### src/sound_generator_defs.vh
// register map, field positions and reset values of the tone generator
`ifndef SOUND_GENERATOR_DEFS_VH
`define SOUND_GENERATOR_DEFS_VH
// printed offsets are register indexes; byte address is four times index
`define IDX_SOUND_CONTROL 5'h00
`define IDX_RAMP_CONTROL 5'h01
`define IDX_PRESCALER_HIGH 5'h02
`define IDX_PRESCALER_LOW 5'h03
`define IDX_TONE_DIVIDER_HIGH 5'h04
`define IDX_TONE_DIVIDER_LOW 5'h05
`define IDX_AMPLITUDE_DUTY_HIGH 5'h06
`define IDX_AMPLITUDE_DUTY_LOW 5'h07
`define IDX_AMPLITUDE_STEP_HIGH 5'h08
`define IDX_AMPLITUDE_STEP_LOW 5'h09
`define IDX_THRESHOLD_HIGH 5'h0a
`define IDX_THRESHOLD_LOW 5'h0b
`define IDX_TONE_DURATION 5'h0c
`define IDX_IRQ_ENABLE 5'h0d
`define IDX_IRQ_STATUS 5'h0e
`define IDX_WORKING_AMP_HIGH 5'h10
`define IDX_WORKING_AMP_LOW 5'h11
`define IDX_DURATION_COUNT 5'h12
`define IDX_IRQ_CLEAR 5'h13
`define IDX_LAST 5'h17
// sound_control fields
`define BIT_GENERATOR_ENABLE 7
`define BIT_OUTPUT_MODE 2
`define BIT_DATA_READY 1
`define BIT_HALT 0
// ramp_control fields
`define BIT_RAMP_ENABLE 7
`define BIT_RAMP_SHAPE_HI 2
`define BIT_RAMP_SHAPE_LO 1
`define BIT_RAMP_DIRECTION 0
`define SHAPE_LINEAR 2'h0
`define SHAPE_GONG 2'h1
`define SHAPE_EXPONENTIAL 2'h2
// interrupt status bits
`define BIT_IRQ_NEXT_DATA 0
`define BIT_IRQ_THRESHOLD 1
`define IRQ_WIDTH 2
// reset values
`define RESET_BYTE 8'h00
`define RESET_WORD11 11'h000
// ahb-lite codes
`define HTRANS_NONSEQ 2'h2
`define HSIZE_WORD 3'h2
`endif

### src/amp_ramp_step.v
// one attack/decay step of the working amplitude, saturating at the ends
`include "sound_generator_defs.vh"
module amp_ramp_step
#(
   parameter AMP_W = 11
)
(
   input wire [AMP_W-1:0] amp_in,
   input wire [AMP_W-1:0] step,
   input wire [1:0] shape,
   input wire direction,
   input wire [AMP_W-1:0] target,
   output reg [AMP_W-1:0] amp_out
);
   reg [AMP_W:0] wide;
   reg [AMP_W-1:0] delta;
   // choose the step size per shape, then add or subtract
   always @*
   begin
      wide = {(AMP_W+1){1'b0}};
      delta = step;
      case (shape)
         `SHAPE_LINEAR: delta = step;
         // gong: move by a quarter of the remaining distance, at least one
         `SHAPE_GONG:
         begin
            if (direction)
               delta = amp_in >> 2;
            else
               delta = (target > amp_in) ? ((target - amp_in) >> 2) : amp_in >> 2;
         end
         // exponential: move by an eighth of the current value, at least one
         `SHAPE_EXPONENTIAL: delta = amp_in >> 3;
         default: delta = {AMP_W{1'b0}};
      endcase
      if (delta == {AMP_W{1'b0}} && shape != `SHAPE_LINEAR && shape != 2'h3)
         delta = {{(AMP_W-1){1'b0}}, 1'b1};
      // a zero amplitude never grows in gong mode, so software avoids it
      if (shape == `SHAPE_GONG && amp_in == {AMP_W{1'b0}})
         delta = {AMP_W{1'b0}};
      if (direction)
      begin
         wide = {1'b0, amp_in} - {1'b0, delta};
         amp_out = wide[AMP_W] ? {AMP_W{1'b0}} : wide[AMP_W-1:0];
      end
      else
      begin
         wide = {1'b0, amp_in} + {1'b0, delta};
         amp_out = wide[AMP_W] ? {AMP_W{1'b1}} : wide[AMP_W-1:0];
      end
   end
endmodule // amp_ramp_step

### src/tone_sound_generator_regs.v
// tone generator with ahb-lite registers, prescaler, tone and amplitude pwm
`include "sound_generator_defs.vh"
// How it works
// - enable low clears counters, stops clock
// - mode bit picks mixed or bare tone
// - setting writes clear the data-ready bit
// - reload with data-ready clear stops generation
// - halt bit stops generation at once
// - ramp enable bit turns on ramping
// - shape field: linear, gong, exponential
// - direction bit: attack or decay
// - prescaler divides clock by value plus one
// - pwm period is prescaler plus one
// - tone half period is tone plus one
// - pwm high time equals amplitude value
// - duration end reloads or stops
// - duration end steps ramped amplitude
// - next-data flag sets on load or stop, write-one clears
// - threshold crossing raises an interrupt
module tone_sound_generator_regs
#(
   parameter PS_W = 11,
   parameter TONE_W = 10,
   parameter AMP_W = 11,
   parameter DUR_W = 8
)
(
   input wire core_clk,
   input wire nrst,
   input wire hsel,
   input wire [31:0] haddr,
   input wire [1:0] htrans,
   input wire hwrite,
   input wire [2:0] hsize,
   input wire hready,
   input wire [31:0] hwdata,
   output wire [31:0] hrdata,
   output wire hreadyout,
   output wire hresp,
   output reg tone_pin,
   output reg amplitude_pin,
   output wire irq
);
   // programmed registers
   reg generator_enable_reg, output_mode_select_reg, data_ready_bit_reg, halt_bit_reg;
   reg ramp_enable_reg, ramp_direction_reg;
   reg [1:0] ramp_shape_reg;
   reg [PS_W-1:0] clock_prescaler_reg;
   reg [TONE_W-1:0] tone_divider_reg;
   reg [AMP_W-1:0] amplitude_duty_reg, amplitude_step_reg, amplitude_threshold_reg;
   reg [DUR_W-1:0] tone_duration_reg;
   reg [`IRQ_WIDTH-1:0] irq_enable_reg, irq_status_reg;
   // working buffers
   reg [PS_W-1:0] ps_work_reg;
   reg [TONE_W-1:0] tone_work_reg;
   reg [AMP_W-1:0] working_amplitude_reg, step_work_reg, thr_work_reg;
   reg [DUR_W-1:0] dur_work_reg;
   reg ramp_en_work_reg, ramp_dir_work_reg;
   reg [1:0] ramp_shape_work_reg;
   // counters
   reg running_reg;
   reg [PS_W-1:0] ps_count_reg;
   reg [TONE_W-1:0] tone_count_reg;
   reg [DUR_W-1:0] dur_count_reg;
   reg tone_level_reg;
   // bus data phase
   reg wr_pending_reg, rd_pending_reg;
   reg [4:0] idx_reg;
   reg [31:0] rdata_reg;

   // register index from a byte address, decoded in three places
   function [4:0] word_index;
      input [31:0] addr;
      begin
         word_index = addr[6:2];
      end
   endfunction

   // zero-extends a narrow field onto the data bus
   function [31:0] widen11;
      input [10:0] v;
      begin
         widen11 = {21'h000000, v};
      end
   endfunction

   wire addr_ok = (haddr[31:7] == 25'h0000000) && (word_index(haddr) <= `IDX_LAST);
   wire take = hsel && hready && (htrans == `HTRANS_NONSEQ) && (hsize == `HSIZE_WORD);
   wire wr_now = wr_pending_reg;
   wire [7:0] wb = hwdata[7:0];

   // slave never stalls and always answers okay
   assign hreadyout = 1'b1;
   assign hresp = 1'b0;
   assign hrdata = rdata_reg;

   // any write to a setting register
   wire setting_write = wr_now && (idx_reg == `IDX_RAMP_CONTROL ||
      (idx_reg >= `IDX_PRESCALER_HIGH && idx_reg <= `IDX_TONE_DURATION));
   wire ctrl_write = wr_now && idx_reg == `IDX_SOUND_CONTROL;
   wire clr_write = wr_now && (idx_reg == `IDX_IRQ_CLEAR || idx_reg == `IDX_IRQ_STATUS);

   // timing strobes of the running generator
   wire active = generator_enable_reg && running_reg && !halt_bit_reg;
   wire ps_wrap = active && (ps_count_reg == ps_work_reg);
   wire tone_wrap = ps_wrap && (tone_count_reg == tone_work_reg);
   // one full tone cycle ends on the falling half
   wire cycle_end = tone_wrap && tone_level_reg;
   wire dur_end = cycle_end && (dur_count_reg == dur_work_reg);
   wire reload_now = dur_end && !ramp_en_work_reg;
   wire [AMP_W-1:0] ramp_next;

   amp_ramp_step #(.AMP_W(AMP_W)) u_step
   (
      .amp_in(working_amplitude_reg),
      .step(step_work_reg),
      .shape(ramp_shape_work_reg),
      .direction(ramp_dir_work_reg),
      .target(amplitude_duty_reg),
      .amp_out(ramp_next)
   );

   // start from idle loads the buffers once data-ready is seen
   wire start_load = generator_enable_reg && !running_reg && !halt_bit_reg && data_ready_bit_reg;
   wire load_now = start_load || (reload_now && data_ready_bit_reg);
   wire stop_now = reload_now && !data_ready_bit_reg;

   // threshold test on the amplitude about to be used
   wire thr_hit = ramp_dir_work_reg ? (ramp_next <= thr_work_reg) : (ramp_next >= thr_work_reg);

   // address phase capture
   always @(posedge core_clk)
   begin
      if (!nrst)
      begin
         wr_pending_reg <= 1'b0;
         rd_pending_reg <= 1'b0;
         idx_reg <= 5'h00;
      end
      else
      begin
         wr_pending_reg <= take && hwrite && addr_ok;
         rd_pending_reg <= take && !hwrite;
         idx_reg <= word_index(haddr);
      end
   end

   // software-visible registers
   always @(posedge core_clk)
   begin
      if (!nrst)
      begin
         generator_enable_reg <= 1'b0;
         output_mode_select_reg <= 1'b0;
         data_ready_bit_reg <= 1'b0;
         halt_bit_reg <= 1'b0;
         ramp_enable_reg <= 1'b0;
         ramp_shape_reg <= `SHAPE_LINEAR;
         ramp_direction_reg <= 1'b0;
         clock_prescaler_reg <= `RESET_WORD11;
         tone_divider_reg <= {TONE_W{1'b0}};
         amplitude_duty_reg <= `RESET_WORD11;
         amplitude_step_reg <= `RESET_WORD11;
         amplitude_threshold_reg <= `RESET_WORD11;
         tone_duration_reg <= `RESET_BYTE;
         irq_enable_reg <= {`IRQ_WIDTH{1'b0}};
      end
      else
      begin
         if (ctrl_write)
         begin
            generator_enable_reg <= wb[`BIT_GENERATOR_ENABLE];
            output_mode_select_reg <= wb[`BIT_OUTPUT_MODE];
            halt_bit_reg <= wb[`BIT_HALT];
         end
         // auto clear ready; software sets it
         if (setting_write)
            data_ready_bit_reg <= 1'b0;
         else if (ctrl_write)
            data_ready_bit_reg <= wb[`BIT_DATA_READY];
         if (wr_now)
         begin
            case (idx_reg)
               `IDX_RAMP_CONTROL:
               begin
                  ramp_enable_reg <= wb[`BIT_RAMP_ENABLE];
                  ramp_shape_reg <= wb[`BIT_RAMP_SHAPE_HI:`BIT_RAMP_SHAPE_LO];
                  ramp_direction_reg <= wb[`BIT_RAMP_DIRECTION];
               end
               `IDX_PRESCALER_HIGH: clock_prescaler_reg[10:8] <= wb[2:0];
               `IDX_PRESCALER_LOW: clock_prescaler_reg[7:0] <= wb;
               `IDX_TONE_DIVIDER_HIGH: tone_divider_reg[9:8] <= wb[1:0];
               `IDX_TONE_DIVIDER_LOW: tone_divider_reg[7:0] <= wb;
               `IDX_AMPLITUDE_DUTY_HIGH: amplitude_duty_reg[10:8] <= wb[2:0];
               `IDX_AMPLITUDE_DUTY_LOW: amplitude_duty_reg[7:0] <= wb;
               `IDX_AMPLITUDE_STEP_HIGH: amplitude_step_reg[10:8] <= wb[2:0];
               `IDX_AMPLITUDE_STEP_LOW: amplitude_step_reg[7:0] <= wb;
               `IDX_THRESHOLD_HIGH: amplitude_threshold_reg[10:8] <= wb[2:0];
               `IDX_THRESHOLD_LOW: amplitude_threshold_reg[7:0] <= wb;
               `IDX_TONE_DURATION: tone_duration_reg <= wb;
               `IDX_IRQ_ENABLE: irq_enable_reg <= wb[`IRQ_WIDTH-1:0];
               default: irq_enable_reg <= irq_enable_reg;
            endcase
         end
      end
   end

   // working buffers and the run state
   always @(posedge core_clk)
   begin
      if (!nrst || !generator_enable_reg)
      begin
         running_reg <= 1'b0;
         ps_work_reg <= `RESET_WORD11;
         tone_work_reg <= {TONE_W{1'b0}};
         working_amplitude_reg <= `RESET_WORD11;
         step_work_reg <= `RESET_WORD11;
         thr_work_reg <= `RESET_WORD11;
         dur_work_reg <= `RESET_BYTE;
         ramp_en_work_reg <= 1'b0;
         ramp_dir_work_reg <= 1'b0;
         ramp_shape_work_reg <= `SHAPE_LINEAR;
      end
      else if (halt_bit_reg || stop_now)
         running_reg <= 1'b0;
      else if (load_now)
      begin
         running_reg <= 1'b1;
         ps_work_reg <= clock_prescaler_reg;
         tone_work_reg <= tone_divider_reg;
         working_amplitude_reg <= amplitude_duty_reg;
         step_work_reg <= amplitude_step_reg;
         thr_work_reg <= amplitude_threshold_reg;
         dur_work_reg <= tone_duration_reg;
         ramp_en_work_reg <= ramp_enable_reg;
         ramp_dir_work_reg <= ramp_direction_reg;
         ramp_shape_work_reg <= ramp_shape_reg;
      end
      else if (dur_end && ramp_en_work_reg)
         working_amplitude_reg <= ramp_next;
   end

   // counters; disabled or halted means all zero
   always @(posedge core_clk)
   begin
      if (!nrst || !active || load_now)
      begin
         ps_count_reg <= `RESET_WORD11;
         tone_count_reg <= {TONE_W{1'b0}};
         dur_count_reg <= `RESET_BYTE;
         tone_level_reg <= 1'b0;
      end
      else
      begin
         ps_count_reg <= ps_wrap ? `RESET_WORD11 : ps_count_reg + 11'h001;
         if (ps_wrap)
            tone_count_reg <= tone_wrap ? {TONE_W{1'b0}} : tone_count_reg + 10'h001;
         if (tone_wrap)
            tone_level_reg <= ~tone_level_reg;
         if (cycle_end)
            dur_count_reg <= (dur_count_reg == dur_work_reg) ? `RESET_BYTE :
               dur_count_reg + 8'h01;
      end
   end

   // output pins; registered so they never glitch
   always @(posedge core_clk)
   begin
      if (!nrst || !active)
      begin
         tone_pin <= 1'b0;
         amplitude_pin <= 1'b0;
      end
      else
      begin
         // pwm high for amplitude clocks of each prescale period
         amplitude_pin <= ({1'b0, ps_count_reg} < {1'b0, working_amplitude_reg});
         tone_pin <= output_mode_select_reg ? tone_level_reg :
            (tone_level_reg && ({1'b0, ps_count_reg} < {1'b0, working_amplitude_reg}));
      end
   end

   // sticky interrupt status; a new event beats a same-cycle clear
   always @(posedge core_clk)
   begin
      if (!nrst)
         irq_status_reg <= {`IRQ_WIDTH{1'b0}};
      else
      begin
         irq_status_reg[`BIT_IRQ_NEXT_DATA] <= load_now || stop_now ||
            (irq_status_reg[`BIT_IRQ_NEXT_DATA] && !(clr_write && wb[`BIT_IRQ_NEXT_DATA]));
         irq_status_reg[`BIT_IRQ_THRESHOLD] <= (dur_end && ramp_en_work_reg && thr_hit) ||
            (irq_status_reg[`BIT_IRQ_THRESHOLD] && !(clr_write && wb[`BIT_IRQ_THRESHOLD]));
      end
   end

   assign irq = |(irq_status_reg & irq_enable_reg);

   // read mux captured into a register at the address phase
   always @(posedge core_clk)
   begin
      if (!nrst)
         rdata_reg <= 32'h00000000;
      else if (take && !hwrite)
      begin
         case (word_index(haddr))
            `IDX_SOUND_CONTROL: rdata_reg <= {24'h000000, generator_enable_reg, 4'h0,
               output_mode_select_reg, data_ready_bit_reg, halt_bit_reg};
            `IDX_RAMP_CONTROL: rdata_reg <= {24'h000000, ramp_enable_reg, 4'h0,
               ramp_shape_reg, ramp_direction_reg};
            `IDX_PRESCALER_HIGH: rdata_reg <= {29'h0, clock_prescaler_reg[10:8]};
            `IDX_PRESCALER_LOW: rdata_reg <= {24'h000000, clock_prescaler_reg[7:0]};
            `IDX_TONE_DIVIDER_HIGH: rdata_reg <= {30'h0, tone_divider_reg[9:8]};
            `IDX_TONE_DIVIDER_LOW: rdata_reg <= {24'h000000, tone_divider_reg[7:0]};
            `IDX_AMPLITUDE_DUTY_HIGH: rdata_reg <= {29'h0, amplitude_duty_reg[10:8]};
            `IDX_AMPLITUDE_DUTY_LOW: rdata_reg <= {24'h000000, amplitude_duty_reg[7:0]};
            `IDX_AMPLITUDE_STEP_HIGH: rdata_reg <= {29'h0, amplitude_step_reg[10:8]};
            `IDX_AMPLITUDE_STEP_LOW: rdata_reg <= {24'h000000, amplitude_step_reg[7:0]};
            `IDX_THRESHOLD_HIGH: rdata_reg <= {29'h0, amplitude_threshold_reg[10:8]};
            `IDX_THRESHOLD_LOW: rdata_reg <= {24'h000000, amplitude_threshold_reg[7:0]};
            `IDX_TONE_DURATION: rdata_reg <= {24'h000000, tone_duration_reg};
            `IDX_IRQ_ENABLE: rdata_reg <= {30'h0, irq_enable_reg};
            `IDX_IRQ_STATUS: rdata_reg <= {30'h0, irq_status_reg};
            `IDX_WORKING_AMP_HIGH: rdata_reg <= {29'h0,
               working_amplitude_reg[10:8]};
            `IDX_WORKING_AMP_LOW: rdata_reg <= {24'h000000, working_amplitude_reg[7:0]};
            `IDX_DURATION_COUNT: rdata_reg <= {24'h000000, dur_count_reg};
            default: rdata_reg <= widen11(`RESET_WORD11);
         endcase
      end
   end
endmodule // tone_sound_generator_regs

### config.mk
export PLATFORM = sky130hd
export DESIGN_NAME = tone_sound_generator_regs
export DESIGN_NICKNAME = d
export VERILOG_FILES = /design/src/amp_ramp_step.v /design/src/tone_sound_generator_regs.v
export VERILOG_INCLUDE_DIRS = /design/src
export SDC_FILE = /design/constraint.sdc
export NUM_CORES = 1
export LEC_CHECK = 0
export ABC_AREA = 1
export BUFFER_PORTS_ARGS = -buffer_cell sky130_fd_sc_hd__buf_2
export CORE_AREA = 2 2 162 164
export DETAILED_ROUTE_END_ITERATION = 16
export DIE_AREA = 0 0 164 166
export GPL_TIMING_DRIVEN = 0
export MAX_ROUTING_LAYER = met4
export SYNTH_ARGS = -nofsm -noshare
export SYNTH_HDL_FRONTEND = slang
export SYNTH_HIERARCHICAL = 1
export SYNTH_SLANG_ARGS = --single-unit
### constraint.sdc
create_clock -name core_clk -period 6 [get_ports core_clk]
set_input_delay 0.3 -clock core_clk [delete_from_list [all_inputs] [get_ports core_clk]]
set_output_delay 0.3 -clock core_clk [all_outputs]
set_load 0.005 [all_outputs]
# Yosys cells after proc, flatten, opt, wreduce, memory -nomap -nowiden
# Cells that the tools add are included.
# totals
regBits	211
latch_bits	0
ramBits	0
romBits	0
in_bits	74
out_inout_bits	37
elab_cells	191
memories	0
# op_classes
add_sub_neg	6
n_mul	0
div	0
n_lt_le_gt_ge	7
eq_ne	40
shift	0
n_mux	15
bitwise	4
n_reduce_logical	80
# op_table
cell	n
$pmux 8 s18	1
$mux 11	8
$eq 5x4->1 const B	14
$eq 5x3->1 const B	8
$logic_and 1x1->1	33
$pmux 11 s3	1
$reduce_and 2->1	15
$logic_not 25->1	1
$logic_not 11->1	2
$eq 5x2->1 const B	4
$eq 5x5->1 const B	4
$add 11x11->12	1
$sub 11x11->12	1
$add 11x1->11 const B	1
$eq 11x11->1	1
$ge 11x11->1	1
$gt 11x11->1	1
$le 11x11->1	1
$lt 11x11->1	1
$sub 11x11->11	1
$add 10x1->10 const B	1
$eq 10x10->1	1
$eq 5x1->1 const B	2
$logic_not 1->1	10
20 further kinds	38

# Longest topological paths before layout
# depth
ltp_word	16
mapped_depth	38
ltp_nobuf	38

# Cells and area by module
# The synthesis kept the hierarchy.
# by_module_without_submodules
module	n_inst	cells_per_inst	area_each_um2
tone_sound_generator_regs	1	1244	9002.4
amp_ramp_step	1	423	2247.2

# Worst setup path before layout
# Ideal clock, no wire load.
# synth_path
path_kind	register to register
from	register working_amplitude_reg[8]
to	register irq_status_reg[1]
arrival_ns	4.505
required_time_ns	5.868
slack_ns	1.363
path_stages_with_launch	34
path_cell_list	dfxtp_1 > inv_1 > ha_1 > nand2_1 > nand2_1 > a21oi_1 > nand3_4 > nand2_4 > buf_6 > a21oi_2 > nor2_1 > nor2_4 > nand3_2 > nor2_1 > nand2_1 > a21oi_2 > ha_1 > fa_1 > nor4_1 > nor2_1 > o21ai_0 > nand2_1 > a21oi_1 > o21ai_0 > nand3_1 > nand3_1 > ha_1 > nand2_1 > nor2_1 > nand3_1 > o2111ai_1 > nor2_1 > o21bai_1 > a21oi_1
# synth_via
elab_chain_len	16
# synth_lines
item	line	text
start: declaration	tone_sound_generator_regs.v:56	reg [AMP_W-1:0] working_amplitude_reg, step_work_reg, thr_work_reg;
start signal: assignment	tone_sound_generator_regs.v:216	working_amplitude_reg <= `RESET_WORD11;
start signal: assignment	tone_sound_generator_regs.v:231	working_amplitude_reg <= amplitude_duty_reg;
start signal: assignment	tone_sound_generator_regs.v:240	working_amplitude_reg <= ramp_next;
$sub 11x11->11 / $gt 11x11->1 (equally long branches)	amp_ramp_step.v:30	delta = (target > amp_in) ? ((target - amp_in) >> 2) : amp_in >> 2;
$mux 9	amp_ramp_step.v:30	
$mux 11	amp_ramp_step.v:27	if (direction)
$pmux 11 s3	amp_ramp_step.v:22	case (shape)
$logic_not 11->1	amp_ramp_step.v:36	if (delta == {AMP_W{1'b0}} && shape != `SHAPE_LINEAR && shape != 2'h3)
$logic_and 1x1->1 (no line)	--	
$logic_and 1x1->1	amp_ramp_step.v:36	
$mux 11	amp_ramp_step.v:36	
$mux 11	amp_ramp_step.v:39	if (shape == `SHAPE_GONG && amp_in == {AMP_W{1'b0}})
$add 11x11->12 / $sub 11x11->12 (equally long branches)	amp_ramp_step.v:48, amp_ramp_step.v:43	
$mux 11 (on tied branches)	amp_ramp_step.v:49, amp_ramp_step.v:44	
$mux 11 (*)	amp_ramp_step.v:41	if (direction)
named net ramp_next[10]	tone_sound_generator_regs.v:111	wire [AMP_W-1:0] ramp_next;
$ge 11x11->1 / $le 11x11->1 (equally long branches)	tone_sound_generator_regs.v:129	wire thr_hit = ramp_dir_work_reg ? (ramp_next <= thr_work_reg) : (ramp_next >= thr_work_reg);
$mux 1 (*)	tone_sound_generator_regs.v:129	
$logic_and 1x1->1 (*)	tone_sound_generator_regs.v:292	irq_status_reg[`BIT_IRQ_THRESHOLD] <= (dur_end && ramp_en_work_reg && thr_hit) ||
$logic_or 1x1->1 (*)	tone_sound_generator_regs.v:292	
end signal: assignment	tone_sound_generator_regs.v:287	irq_status_reg <= {`IRQ_WIDTH{1'b0}};
end signal: indexed assignment	tone_sound_generator_regs.v:290	irq_status_reg[`BIT_IRQ_NEXT_DATA] <= load_now || stop_now ||
end signal: indexed assignment	tone_sound_generator_regs.v:292	
end: declaration	tone_sound_generator_regs.v:52	reg [`IRQ_WIDTH-1:0] irq_enable_reg, irq_status_reg;
# The timed path passes the listed nets; every way through them passes the cells marked *.
# A chain may end at the register's enable or synchronous reset.

# Final worst setup path
# layout_path
from	register working_amplitude_reg[4]
to	register irq_status_reg[1]
# The elaborated chain is that of the path after synthesis.

==> run metrics <==
synthesized area per cell=between 6 and 7 sq um; wire length of the first global-routing pass=between 60,000 and 70,000 um; area leader, netlist=dfxtp_1; Starting Density=a little over two fifths; routed len/inst=roughly 19 um; I/O Buffers=56; clk root buf=clkbuf_16; Peak VDD IR=between 150 and 200 uV; post-DP HPWL=approximately 32,000 um; Critical Path Stages=37; Lkg Pwr=between 5 and 6 nW; Synth Cell Area=between 10,000 and 15,000 sq um; top cells by area, synth=dfxtp_1 33%, nand2_1 11%, inv_1 8.1%; Final Hold Vio Count=0; Tightest Pin Transition=0.954 ns; Final Skew=around 0.012 ns; Worst Path Max Fanout=10; Period minus WS final=5.56 ns; crit path DAT=5.87 ns; Pins Over Slew Limit=0; share of power burned in registers=about half; Overflow after GRT=0; pin count of the biggest net entering global routing=21; placed instance area=~12,000 sq um; Max Buffers Root-to-Sink=2; drt first pass iters=7; top cell type's share of synthesized area=33.3%; DRC Markers=0; initial antenna violation count=0; Synth Register Bits=between 150 and 200; cell-internal power=1.88 mW; Chip Height=~170 um; crit path launch=working_amplitude_reg[4]$_SDFFE_PP0P_; die width=164 um; mux contribution to synthesized area=0%; Synth cell types=47; Ys Warns=6; Fin Setup TNS=0 ns; Total Nets Final=approximately 1.9k; Final Util=~50%; Worst Path Required=6.32 ns; R2R Setup Slk=around 0.44 ns; CP Capture Type=flip-flop; crit path buf inv count=7; Worst path max stage delay=0.43 ns; total wire length=~40,000 um; Register Area=3770 sq um; Vias/cell=around 5.3; Synth Area in XOR/XNOR=approximately 3.6%; Core Footprint=around 26,000 sq um; CTS Buf Count=17; Final Cell Area=~13,000 sq um; Tot GR Track Use=between 30% and 40%; vias in the first global route=10.3k; Slew HR=between 30% and 40%; worst reg2reg path depth=37; period utilization=between 90 and 100%; Top cell by count, worst path=nand2_1; CP max-delay cell=dfxtp_2; Setup CP Type=reg -> reg; Worst path top cell family by delay=simple AND/OR/NAND/NOR gates; HP Class=in -> reg; via count=approximately 11k; antenna-violating nets left=0; part of the power in the clock network=between 40% and 50%; most common cell after layout, fill and taps aside=nand2_1; Std-Cell Rows=slightly below 60; Async S/R FF share, synth=0%; 1st-iter DRT viols=slightly above 900; Sink Count=about 190; share of the yosys chip area belonging to registers=between 30% and 40%; Area growth syn-to-layout=13.6%; Worst R2R Start=working_amplitude_reg[4]$_SDFFE_PP0P_; clock transition at the registers of the reported paths=about 0.08 ns; die area=roughly 27,000 sq um; IO Pins=~110; most frequent cells in the layout=323 x nand2_1, 243 x inv_1, 177 x dfxtp_1; pwr dens=around 200 nW/um^2; Syn Inst Count=between 1.5k and 2k; # H-tree levels=4; gp weighted congestion=between 1 and 1.5; status=finished, final reports clean; CP Launch Type=flip-flop; Setup violations, final=0; RSZ-0062 raised after global routing=no; max-cap viol count=0; layout cell share with drive strength beyond 1=11.1%; Psw=0.649 mW; EDFF count, synth=0; Comb power frac=under 10%; filler instances=roughly 2.6k; reg2reg end=irq_status_reg[1]$_SDFF_PN0_; Compound-Gate Fraction of Synth Area=between 10% and 20%; critical path capture point=irq_status_reg[1]$_SDFF_PN0_; CTS tree=done; Adder-Cell Fraction of Synth Area=between 6 and 7%; switching share of power=around 26%; simple-gate portion of the synthesized area=approximately a quarter; WHS=roughly 0.10 ns; dominant synthesized flop cell=dfxtp_1; footprint of the multi-input gates=between 6000 and 7000 sq um; fmax=about 0.18 GHz; largest family of logic cells by synthesized area=simple AND/OR/NAND/NOR gates; clock latency on the worst-skew pair=0.45 ns
## layer usage
layer / wire (um) / GRT usage (%)
met5: 0 / -
met4: 1200 / 9.95
met3: 2890 / 5.44
met2: 16800 / 43.2
met1: 19100 / 43.1
## worst min-delay path: stages
cell and delay (ns):
buf_2 0.13, nand2_1 0.06, inv_1 0.04
## per-stage QoR
stage               setup slack (ns)  total power [mW]  cells
floorplan                       1.36              1.32   1691
global placement             -0.0473              1.36   2082
detailed placement            0.0294              1.36   2082
CTS                           0.0129              2.54   2114
global route                  0.0149              2.59   2115
finish                         0.444              2.52   2117
## synth_stat cells, types with 3 or more instances
cell	number
a21oi_1	169
a21oi_2	3
nand3b_1	3
xnor2_1	18
nor4_1	14
dfxtp_1	187
o211ai_1	4
o22ai_1	29
o21ai_1	5
inv_2	7
inv_1	243
or2_2	3
nor2_4	3
o21ai_0	161
buf_6	5
xor2_1	28
o41ai_1	3
clkbuf_1	28
nand2_2	6
buf_4	30
ha_1	58
buf_2	9
o21ai_2	5
nand4_1	19
a211oi_1	5
nand3_1	75
nor3_1	19
nor2_2	5
nand2_4	3
nand2_1	323
o2111ai_1	4
nor2_1	166
a221oi_1	5
## how the worst min path moves through the flow
stage | cells after the start | start | endpoint
6_report | 3 | haddr[2] | idx_reg[0]$_SDFF_PN0_
5_1_grt | 4 | haddr[23] | wr_now$_SDFF_PN0_
2_1_floorplan | 2 | haddr[2] | idx_reg[0]$_SDFF_PN0_
4_1_cts | 3 | haddr[2] | idx_reg[0]$_SDFF_PN0_
3_3_place_gp | 2 | hrdata[1]$_SDFFE_PN0P_ | hrdata[1]$_SDFFE_PN0P_
3_5_place_dp | 2 | hrdata[4]$_SDFFE_PN0P_ | hrdata[4]$_SDFFE_PN0P_
## power groups by stage
stage	registers, mW	clock network [mW]	logic (mW)
after floorplan	1.27	0	0.0465
after global placement	1.27	0	0.0871
after detailed placement	1.27	0	0.0877
after CTS	1.24	1.21	0.0877
after global routing	1.24	1.25	0.0990
final	1.24	1.19	0.0897
## area by class of cell
class,instances,share of cell area (%)
repair buffers,57,2.25
clock buffers,17,3.33
inverters,252,7.40
flip-flops and latches,187,29.5
multi-input cells,1180,49.3
plain buffers,72,3.38
well taps,335,3.28
diodes,2,0.0392
clock inverters,15,1.52
## kinds of logic (layout without fill, tap and decap cells)
kind of cell / after synthesis / count (layout)
fa+ha+maj: 60 / 60
other cells: 2 / 28
simple gates: 647 / 647
flops: 187 / 187
xor+xnor: 46 / 46
buf+inv: 324 / 413
compound gates: 401 / 401
## what timing repair did
action / in CTS / in global routing
hold buffers: 0 / 0
gates resized for setup: 0 / 29
endpoints found under the hold margin: 0 / 0
setup buffers: 0 / 1
setup endpoints to repair: 0 / 1
Power figures use the tool's default switching activity.
